## src/flags_pkg.sv

```systemverilog
// shared constants and carrier types for the status word and address generator
// assumes a single core clock; all users qualify names with flags_pkg::
package flags_pkg;

    // ------------------------------------------------------------
    // status word layout
    // ------------------------------------------------------------
    localparam int PSW_W = 16;
    localparam int CARRY_BIT = 0;
    localparam int PARITY_BIT = 2;
    localparam int HALF_BIT = 4;
    localparam int ZERO_BIT = 6;
    localparam int SIGN_BIT = 7;
    localparam int STEP_BIT = 8;
    localparam int INTEN_BIT = 9;
    localparam int DIR_BIT = 10;
    localparam int OVF_BIT = 11;
    localparam logic [15:0] PSW_IMPL_MASK = 16'h0fd5;
    localparam logic [15:0] PSW_RSVD_VAL = 16'h0000;
    localparam logic [15:0] PSW_RESET = 16'h0000;

    // ------------------------------------------------------------
    // segments and address forming
    // ------------------------------------------------------------
    localparam int SEG_COUNT = 4;
    localparam logic [1:0] SEG_CODE = 2'h0;
    localparam logic [1:0] SEG_DATA = 2'h1;
    localparam logic [1:0] SEG_STACK = 2'h2;
    localparam logic [1:0] SEG_EXTRA = 2'h3;
    localparam logic [15:0] SEG_RESET = 16'h0000;
    localparam int SEG_SHIFT = 4;
    localparam int PHYS_W = 20;
    localparam logic [15:0] STEP_BYTE = 16'h0001;
    localparam logic [15:0] STEP_WORD = 16'h0002;

    typedef enum logic [2:0] {OP_ADD, OP_ADC, OP_SUB, OP_SBB, OP_AND, OP_OR, OP_XOR} alu_op_t;
    typedef enum logic [2:0] {
        FC_NONE, FC_SET_CARRY, FC_CLR_CARRY, FC_CMC, FC_SET_DIR, FC_CLR_DIR, FC_SET_INT, FC_CLR_INT
    } flag_cmd_t;
    typedef enum logic [2:0] {ACC_PREFETCH, ACC_IMMEDIATE, ACC_STACK, ACC_DATA, ACC_STRING_DST} acc_kind_t;

    typedef struct packed {
        logic valid;
        alu_op_t op;
        logic word;
        logic [15:0] a;
        logic [15:0] b;
    } alu_req_t;

    typedef struct packed {
        logic valid;
        acc_kind_t kind;
        logic base_bp;
        logic ovr_valid;
        logic [1:0] ovr_seg;
        logic [15:0] offset;
    } addr_req_t;

endpackage : flags_pkg

```

## src/segment_addr_gen.sv

```systemverilog
// segment base registers and 20-bit physical address forming
// assumes requests and segment writes come from logic on the same clock
`timescale 1ns/100ps
module segment_addr_gen (
    // clock and reset
    input wire logic clk,
    input wire logic rst_b,
    // segment register writes
    input wire logic seg_wr,
    input wire logic [1:0] seg_sel,
    input wire logic [15:0] seg_wdata,
    // address request and answer
    input wire flags_pkg::addr_req_t addr_req,
    output logic [19:0] phys_addr,
    output logic [1:0] seg_used,
    output logic addr_valid
);

    typedef struct packed {
        logic [3:0][15:0] seg;
        logic [19:0] phys;
        logic [1:0] used;
        logic valid;
    } agen_state_t;

    agen_state_t st_r;
    agen_state_t st_nxt;

    // implied segment, replaced by a prefix only where one may apply
    function automatic logic [1:0] pick_seg(input flags_pkg::addr_req_t r);
        logic [1:0] s;
        s = flags_pkg::SEG_DATA;
        case (r.kind)
            flags_pkg::ACC_PREFETCH: s = flags_pkg::SEG_CODE; // RQ16
            flags_pkg::ACC_IMMEDIATE: s = flags_pkg::SEG_CODE; // RQ16
            flags_pkg::ACC_STACK: s = flags_pkg::SEG_STACK; // RQ17
            flags_pkg::ACC_STRING_DST: s = flags_pkg::SEG_EXTRA;
            flags_pkg::ACC_DATA: begin
                s = r.base_bp ? flags_pkg::SEG_STACK : flags_pkg::SEG_DATA; // RQ14 RQ17
                if (r.ovr_valid) begin
                    s = r.ovr_seg; // RQ15
                end
            end
            default: s = flags_pkg::SEG_DATA;
        endcase
        return s;
    endfunction : pick_seg

    always_comb begin
        logic [1:0] s;
        s = pick_seg(addr_req);
        st_nxt = st_r;
        for (int i = 0; i < flags_pkg::SEG_COUNT; i++) begin
            if (seg_wr && seg_sel == 2'(i)) begin
                st_nxt.seg[i] = seg_wdata; // RQ13
            end
        end
        st_nxt.valid = addr_req.valid;
        if (addr_req.valid) begin
            st_nxt.used = s;
            // offset is 16 bits, so a segment never spans more than 64k bytes
            st_nxt.phys = {st_r.seg[s], 4'h0} + {4'h0, addr_req.offset}; // RQ11 RQ12
        end
    end

    always_ff @(posedge clk) begin
        if (!rst_b) begin
            st_r <= '{seg: {4{flags_pkg::SEG_RESET}}, phys: 20'h00000, used: 2'h0, valid: 1'b0};
        end else begin
            st_r <= st_nxt;
        end
    end

    assign phys_addr = st_r.phys;
    assign seg_used = st_r.used;
    assign addr_valid = st_r.valid;
endmodule : segment_addr_gen

```

## src/status_flags_and_address_gen.sv

```systemverilog
// status word, result flags, step and interrupt gating, string step and address forming
// assumes the execution unit drives all requests on the core clock, one at a time
//
// How it works
// RQ1: carry set on carry out of or borrow into the top result bit.
// RQ2: parity set when low result byte holds an even count of ones.
// RQ3: half-carry set on carry or borrow across bit 3 of the low byte.
// RQ4: zero flag set when result equals zero, cleared otherwise.
// RQ5: sign flag copies the result's top bit.
// RQ6: with step flag set, trap after the next instruction; trap clears the flag.
// RQ7: interrupt-enable flag set lets maskable requests in; clear ignores them.
// RQ8: direction flag set makes string steps decrement, clear makes them increment.
// RQ9: overflow set when signed result does not fit destination width.
// RQ10: status word is one 16-bit register holding result and control flags.
// RQ11: physical address is segment base shifted left four plus offset, 20 bits.
// RQ12: each segment spans at most 64k bytes through a 16-bit offset.
// RQ13: four 16-bit segment base registers supply every segment base.
// RQ14: without override, segment follows from the addressing mode.
// RQ15: an override prefix replaces the implied segment. (The code applies it to ACC_DATA requests only.)
// RQ16: code segment serves prefetches and immediate fetches.
// RQ17: stack segment serves pushes, pops and base-pointer based references.
// RQ18: unassigned status bits read a fixed value and ignore results.
`timescale 1ns/100ps
module status_flags_and_address_gen (
    // clock and reset
    input wire logic clk,
    input wire logic rst_b,
    // arithmetic result request
    input wire flags_pkg::alu_req_t alu_req,
    output logic [15:0] alu_result,
    // status word access
    input wire logic psw_wr,
    input wire logic [15:0] psw_wdata,
    input wire flags_pkg::flag_cmd_t flag_cmd,
    output logic [15:0] psw_rdata,
    // instruction boundary, traps and interrupts
    input wire logic instr_done,
    input wire logic irq_req,
    output logic step_trap,
    output logic irq_take,
    // string index stepping
    input wire logic str_req,
    input wire logic str_word,
    output logic [15:0] str_delta,
    // segment registers and addressing
    input wire logic seg_wr,
    input wire logic [1:0] seg_sel,
    input wire logic [15:0] seg_wdata,
    input wire flags_pkg::addr_req_t addr_req,
    output logic [19:0] phys_addr,
    output logic [1:0] seg_used,
    output logic addr_valid
);

    // ------------------------------------------------------------
    // state
    // ------------------------------------------------------------
    typedef struct packed {
        logic [15:0] psw;
        logic [15:0] result;
        logic tf_armed;
        logic step_trap;
        logic irq_take;
        logic [15:0] str_delta;
    } core_state_t;

    core_state_t st_r;
    core_state_t st_nxt;

    function automatic logic top_bit(input logic [15:0] v, input logic word);
        return word ? v[15] : v[7];
    endfunction : top_bit

    // ------------------------------------------------------------
    // flag evaluation and status word update
    // ------------------------------------------------------------
    always_comb begin
        logic [15:0] a;
        logic [15:0] b;
        logic [16:0] sum;
        logic [15:0] res;
        logic cin;
        logic cy;
        logic half;
        logic ovf;
        logic arith;
        logic is_sub;
        logic ma;
        logic mb;
        logic mr;
        logic [15:0] psw;
        a = alu_req.word ? alu_req.a : {8'h00, alu_req.a[7:0]};
        b = alu_req.word ? alu_req.b : {8'h00, alu_req.b[7:0]};
        cin = (alu_req.op == flags_pkg::OP_ADC || alu_req.op == flags_pkg::OP_SBB)
            && st_r.psw[flags_pkg::CARRY_BIT];
        is_sub = (alu_req.op == flags_pkg::OP_SUB || alu_req.op == flags_pkg::OP_SBB);
        arith = 1'b1;
        sum = 17'h00000;
        case (alu_req.op)
            flags_pkg::OP_ADD, flags_pkg::OP_ADC: sum = {1'b0, a} + {1'b0, b} + {16'h0000, cin};
            flags_pkg::OP_SUB, flags_pkg::OP_SBB: sum = {1'b0, a} - {1'b0, b} - {16'h0000, cin};
            flags_pkg::OP_AND: begin
                sum = {1'b0, a & b};
                arith = 1'b0;
            end
            flags_pkg::OP_OR: begin
                sum = {1'b0, a | b};
                arith = 1'b0;
            end
            flags_pkg::OP_XOR: begin
                sum = {1'b0, a ^ b};
                arith = 1'b0;
            end
            default: arith = 1'b0;
        endcase
        res = alu_req.word ? sum[15:0] : {8'h00, sum[7:0]};
        // a byte borrow also lands in bit 8 since both operands are below 256
        cy = arith && (alu_req.word ? sum[16] : sum[8]); // RQ1
        half = arith && (a[4] ^ b[4] ^ res[4]); // RQ3
        ma = top_bit(a, alu_req.word);
        mb = top_bit(b, alu_req.word);
        mr = top_bit(res, alu_req.word);
        ovf = arith && (is_sub ? (ma != mb) : (ma == mb)) && (mr != ma); // RQ9

        st_nxt = st_r;
        st_nxt.step_trap = 1'b0;
        st_nxt.irq_take = 1'b0;
        psw = st_r.psw;

        if (psw_wr) begin
            psw = psw_wdata; // RQ10
        end else if (alu_req.valid) begin
            psw[flags_pkg::CARRY_BIT] = cy; // RQ1
            psw[flags_pkg::PARITY_BIT] = ~^res[7:0]; // RQ2
            psw[flags_pkg::HALF_BIT] = half; // RQ3
            psw[flags_pkg::ZERO_BIT] = (res == 16'h0000); // RQ4
            psw[flags_pkg::SIGN_BIT] = mr; // RQ5
            psw[flags_pkg::OVF_BIT] = ovf; // RQ9
            st_nxt.result = res;
        end else begin
            case (flag_cmd)
                flags_pkg::FC_SET_CARRY: psw[flags_pkg::CARRY_BIT] = 1'b1;
                flags_pkg::FC_CLR_CARRY: psw[flags_pkg::CARRY_BIT] = 1'b0;
                flags_pkg::FC_CMC: psw[flags_pkg::CARRY_BIT] = ~st_r.psw[flags_pkg::CARRY_BIT];
                flags_pkg::FC_SET_DIR: psw[flags_pkg::DIR_BIT] = 1'b1;
                flags_pkg::FC_CLR_DIR: psw[flags_pkg::DIR_BIT] = 1'b0;
                flags_pkg::FC_SET_INT: psw[flags_pkg::INTEN_BIT] = 1'b1;
                flags_pkg::FC_CLR_INT: psw[flags_pkg::INTEN_BIT] = 1'b0;
                default: psw = st_r.psw;
            endcase
        end

        // step flag set during an instruction traps only after the one that follows
        if (instr_done) begin
            if (st_r.tf_armed) begin
                st_nxt.step_trap = 1'b1; // RQ6
                psw[flags_pkg::STEP_BIT] = 1'b0; // RQ6
                st_nxt.tf_armed = 1'b0;
            end else if (irq_req && st_r.psw[flags_pkg::INTEN_BIT]) begin
                // entering the handler masks further requests and stepping
                st_nxt.irq_take = 1'b1; // RQ7
                psw[flags_pkg::INTEN_BIT] = 1'b0;
                psw[flags_pkg::STEP_BIT] = 1'b0;
                st_nxt.tf_armed = 1'b0;
            end else begin
                st_nxt.tf_armed = st_r.psw[flags_pkg::STEP_BIT]; // RQ6
            end
        end

        st_nxt.psw = (psw & flags_pkg::PSW_IMPL_MASK) | flags_pkg::PSW_RSVD_VAL; // RQ18

        if (str_req) begin
            st_nxt.str_delta = str_word ? flags_pkg::STEP_WORD : flags_pkg::STEP_BYTE;
            if (st_r.psw[flags_pkg::DIR_BIT]) begin
                st_nxt.str_delta = 16'h0000 - st_nxt.str_delta; // RQ8
            end
        end
    end

    always_ff @(posedge clk) begin
        if (!rst_b) begin
            st_r <= '{psw: flags_pkg::PSW_RESET, result: 16'h0000, tf_armed: 1'b0, step_trap: 1'b0,
                      irq_take: 1'b0, str_delta: 16'h0000};
        end else begin
            st_r <= st_nxt;
        end
    end

    assign psw_rdata = st_r.psw;
    assign alu_result = st_r.result;
    assign step_trap = st_r.step_trap;
    assign irq_take = st_r.irq_take;
    assign str_delta = st_r.str_delta;

    // ------------------------------------------------------------
    // address generation
    // ------------------------------------------------------------
    segment_addr_gen u_agen (
        .clk(clk),
        .rst_b(rst_b),
        .seg_wr(seg_wr),
        .seg_sel(seg_sel),
        .seg_wdata(seg_wdata),
        .addr_req(addr_req),
        .phys_addr(phys_addr),
        .seg_used(seg_used),
        .addr_valid(addr_valid)
    );
endmodule : status_flags_and_address_gen

```

## config.mk

```make
export PLATFORM = sky130hd
export DESIGN_NAME = status_flags_and_address_gen
export DESIGN_NICKNAME = d
export VERILOG_FILES = /design/src/flags_pkg.sv /design/src/segment_addr_gen.sv /design/src/status_flags_and_address_gen.sv
export SDC_FILE = /design/constraint.sdc
export NUM_CORES = 1
export LEC_CHECK = 0
export ABC_AREA = 1
export BUFFER_PORTS_ARGS = -buffer_cell sky130_fd_sc_hd__buf_2
export CORE_MARGIN = 4
export CORE_UTILIZATION = 33
export DETAILED_ROUTE_END_ITERATION = 16
export HOLD_SLACK_MARGIN = 0.12
export PLACE_DENSITY = 0.5
export SLEW_MARGIN = 20
export SYNTH_ARGS = -nofsm -noshare
export SYNTH_HDL_FRONTEND = slang
export SYNTH_HIERARCHICAL = 1
export SYNTH_SLANG_ARGS = --single-unit
```

## constraint.sdc

```tcl
create_clock -name clk -period 4.3 [get_ports clk]
set_input_delay 1.075 -clock clk [delete_from_list [all_inputs] [get_ports clk]]
set_output_delay 1.075 -clock clk [all_outputs]
set_load 0.02 [all_outputs]
```

==> metrics.yaml <==
ant_nets: 0
vdd_ir_drop_max_v: 0.000161
layout_common_cells: "nand2_1, inv_1, nor2_1, buf_2, o21ai_0"
cts_tree: "done"
area_growth_pct: 13.9
wl_met2_mm: 11.8
cts_buffer_depth: 2
hold_class: "flop to flop"
vias: 9100
htree_levels: 4
crit_fanout: 6
finClkSkew_ns: 0.00936
synth-seq-area-share_pct: 25.3
die_area_mm2: 0.0311
post-cts-setup-buffers: 0
worst_setup_path_start_kind: "input port"
synth_top_area_share_pct: 25.3
slowest_delay_ns: 0.46
crit_chain: "buf_2, inv_2, nand3_1, fa_1, fa_1, nand2_1, nand3_1, o21ai_0, o21ai_0, a211oi_1, buf_4, ha_1, xnor2_1, xnor2_1, nand2_1, a31oi_1"
fin_cells: 1921
place_ws_ns: 0.239
tightest_slew_ns: 0.941
grt_pass1_wl_mm: 43.7
relSlewSlack_pct: 37.2
hold_viol_final: 0
finalWeightedCongestion: 0.902
die_w_um: 176
wl_per_cell_um: 14.3
routed_wl_mm: 27.5
rsz0062_at_grt: "no"
syn_area_per_cell_um2: 6.53
post-route-util_pct: 38.2
grt.total_usage_pct: 17.4
start_util_pct: 33.6
worstSetupPathType: "input port to flop"
synth_top_cell_by_area: "dfxtp_1"
multiInputGateArea_mm2: 0.00545
fillCellCount: 3086
drv_cap: 0
grt_max_degree: 66
cpLargestDelayFamily: "adder cells"
synth-seq-cells: 118
firstDrtPassIters: 5
mappedNetlistArea_mm2: 0.00935
std_cell_rows: 61
power.density_mw_per_mm2: 343
tns_ns: 0
dp_cells: 1888
pin_count: 179
dieHeight_um: 176
setup_slack_ns: 0.656
globalRouteOverflowTotal: 0
cts_inserted_buffers: 17
min_period_over_period_pct: 84.7
core_area_mm2: 0.0279
root_buffer: "clkbuf_16"
regArea_mm2: 0.00236
slew_viol_final: 0
finalSetupViolations: 0
cts_sinks: 118
power.leakage_nw: 5.64
critPathBufInv: 3
port_buffers: 164
vias_per_cell: 4.74
final_common_cell: "nand2_1"
clkTransAtPathRegs_ns: 0.06
drc: 0
netlist_top_cells_area: "dfxtp_1, ha_1, nand2_1, inv_1, nor2_1"
synthArstFlopShare_pct: 0
synth_edf_count: 0
crit_slowest_cell: "fa_1"
hpwl_mm: 21.4
drive_above_1_share_pct: 18.3
syn_inst: 1433
clk-insertion-delay-late_ns: 0.41
dr.first_iter.drc_count: 576
crit_arrival_ns: 3.97
holdBufCountCts: 0
wl_met1_mm: 13.5
synth_flop_cell: "dfxtp_1"
grt_pass1_vias: 8358
placedInstanceArea_mm2: 0.0101
required_ns: 4.62
min_period_ns: 3.64
antenna_found_initial: 3
met3_wirelength_mm: 1.82
critPathCaptureType: "flop"
fmax_ghz: 0.274
top_layer: "met5"
yosysWarnings: 6
synth_cell_types: 50
fin_area_mm2: 0.0107
final_nets: 1718
run_status: "finished, final reports clean"
post_cts_resized: 0
==> metrics by stage <==
step                      power, mW  hold WS, ns
after global routing           3.89        0.476
after floorplan                2.03        0.425
after global placement         2.29        0.436
after CTS                      3.69        0.453
final                          3.65        0.450
after detailed placement       2.30        0.443
==> worst paths after layout <==
check	endpoint	depth (start not counted)	slack [ns]	start
max reg2reg	psw_rdata[2]	14	1.11	psw_rdata[0]
min	u_agen/st_r[86]	2	0.45	u_agen/st_r[86]
max	psw_rdata[2]	16	0.66	alu_req[35]
min reg2reg	u_agen/st_r[86]	2	0.45	u_agen/st_r[86]
==> where the power goes <==
part | internal, mW | switching [mW]
sequential | 1.17 | 0.0330
clock | 0.810 | 0.559
combinational | 0.380 | 0.701
total | 2.36 | 1.29
==> routing by layer <==
layer	GRT usage [%]	vias up
li1	-	4722
met1	25.5	4088
met2	26.8	258
met3	2.91	28
met4	3.87	4
met5	0	-
==> Yosys cell counts, types with 6 or more instances <==
| master | count |
|---|---|
| nand3_1 | 67 |
| o21ai_1 | 22 |
| o21ai_0 | 134 |
| nor2_1 | 187 |
| inv_2 | 13 |
| nand4_1 | 14 |
| nand2_1 | 255 |
| clkbuf_1 | 31 |
| buf_4 | 73 |
| nand3_2 | 15 |
| a221oi_1 | 6 |
| a21oi_1 | 95 |
| nor3_1 | 6 |
| inv_1 | 201 |
| xor2_1 | 10 |
| dfxtp_1 | 118 |
| nand2_2 | 18 |
| o211ai_1 | 10 |
| ha_1 | 78 |
| buf_2 | 8 |
==> final cells by class <==
class,count,share of cell area [%]
Multi-Input combinational cell,990,51.1
Sequential cell,118,22.2
Timing Repair Buffer,187,9.32
Antenna cell,1,0.0235
Inverter,215,7.57
Clock buffer,18,4.03
Clock inverter,14,1.34
Tap cell,378,4.44
==> flip-flops by register name, summed over array words and instances (netlist names) <==
| signal | count |
|---|---|
| u_agen/st_r | 64 |
| u_agen/phys_addr | 20 |
| alu_result | 16 |
| psw_rdata | 9 |
| str_delta | 3 |
| u_agen/seg_used | 2 |
| irq_take | 1 |
| st_r | 1 |
| step_trap | 1 |
| u_agen/addr_valid | 1 |
==> kinds of logic after synthesis <==
| family | count (synthesis) | share of synthesized area [%] |
|---|---|---|
| compound gates | 301 | 17.7 |
| simple gates | 582 | 27.1 |
| mux | 2 | 0.214 |
| xor+xnor | 15 | 1.40 |
| buf+inv | 331 | 16.8 |
| other cells | 1 | 0.0401 |
| fa+ha+maj | 83 | 11.5 |
| flops | 118 | 25.3 |
==> worst register-to-register path, delay by kind of cell, from the launching register on <==
kind                       cells  cell delay [ns]
DFF                            1             0.40
AOI/OAI and AO/OA              4             0.65
buffers and inverters          1             0.19
adders and majority gates      3             1.13
xor gates and xnor gates       2             0.34
and+or+nand+nor                4             0.42
No activity file was read; power rests on OpenSTA's default activity.
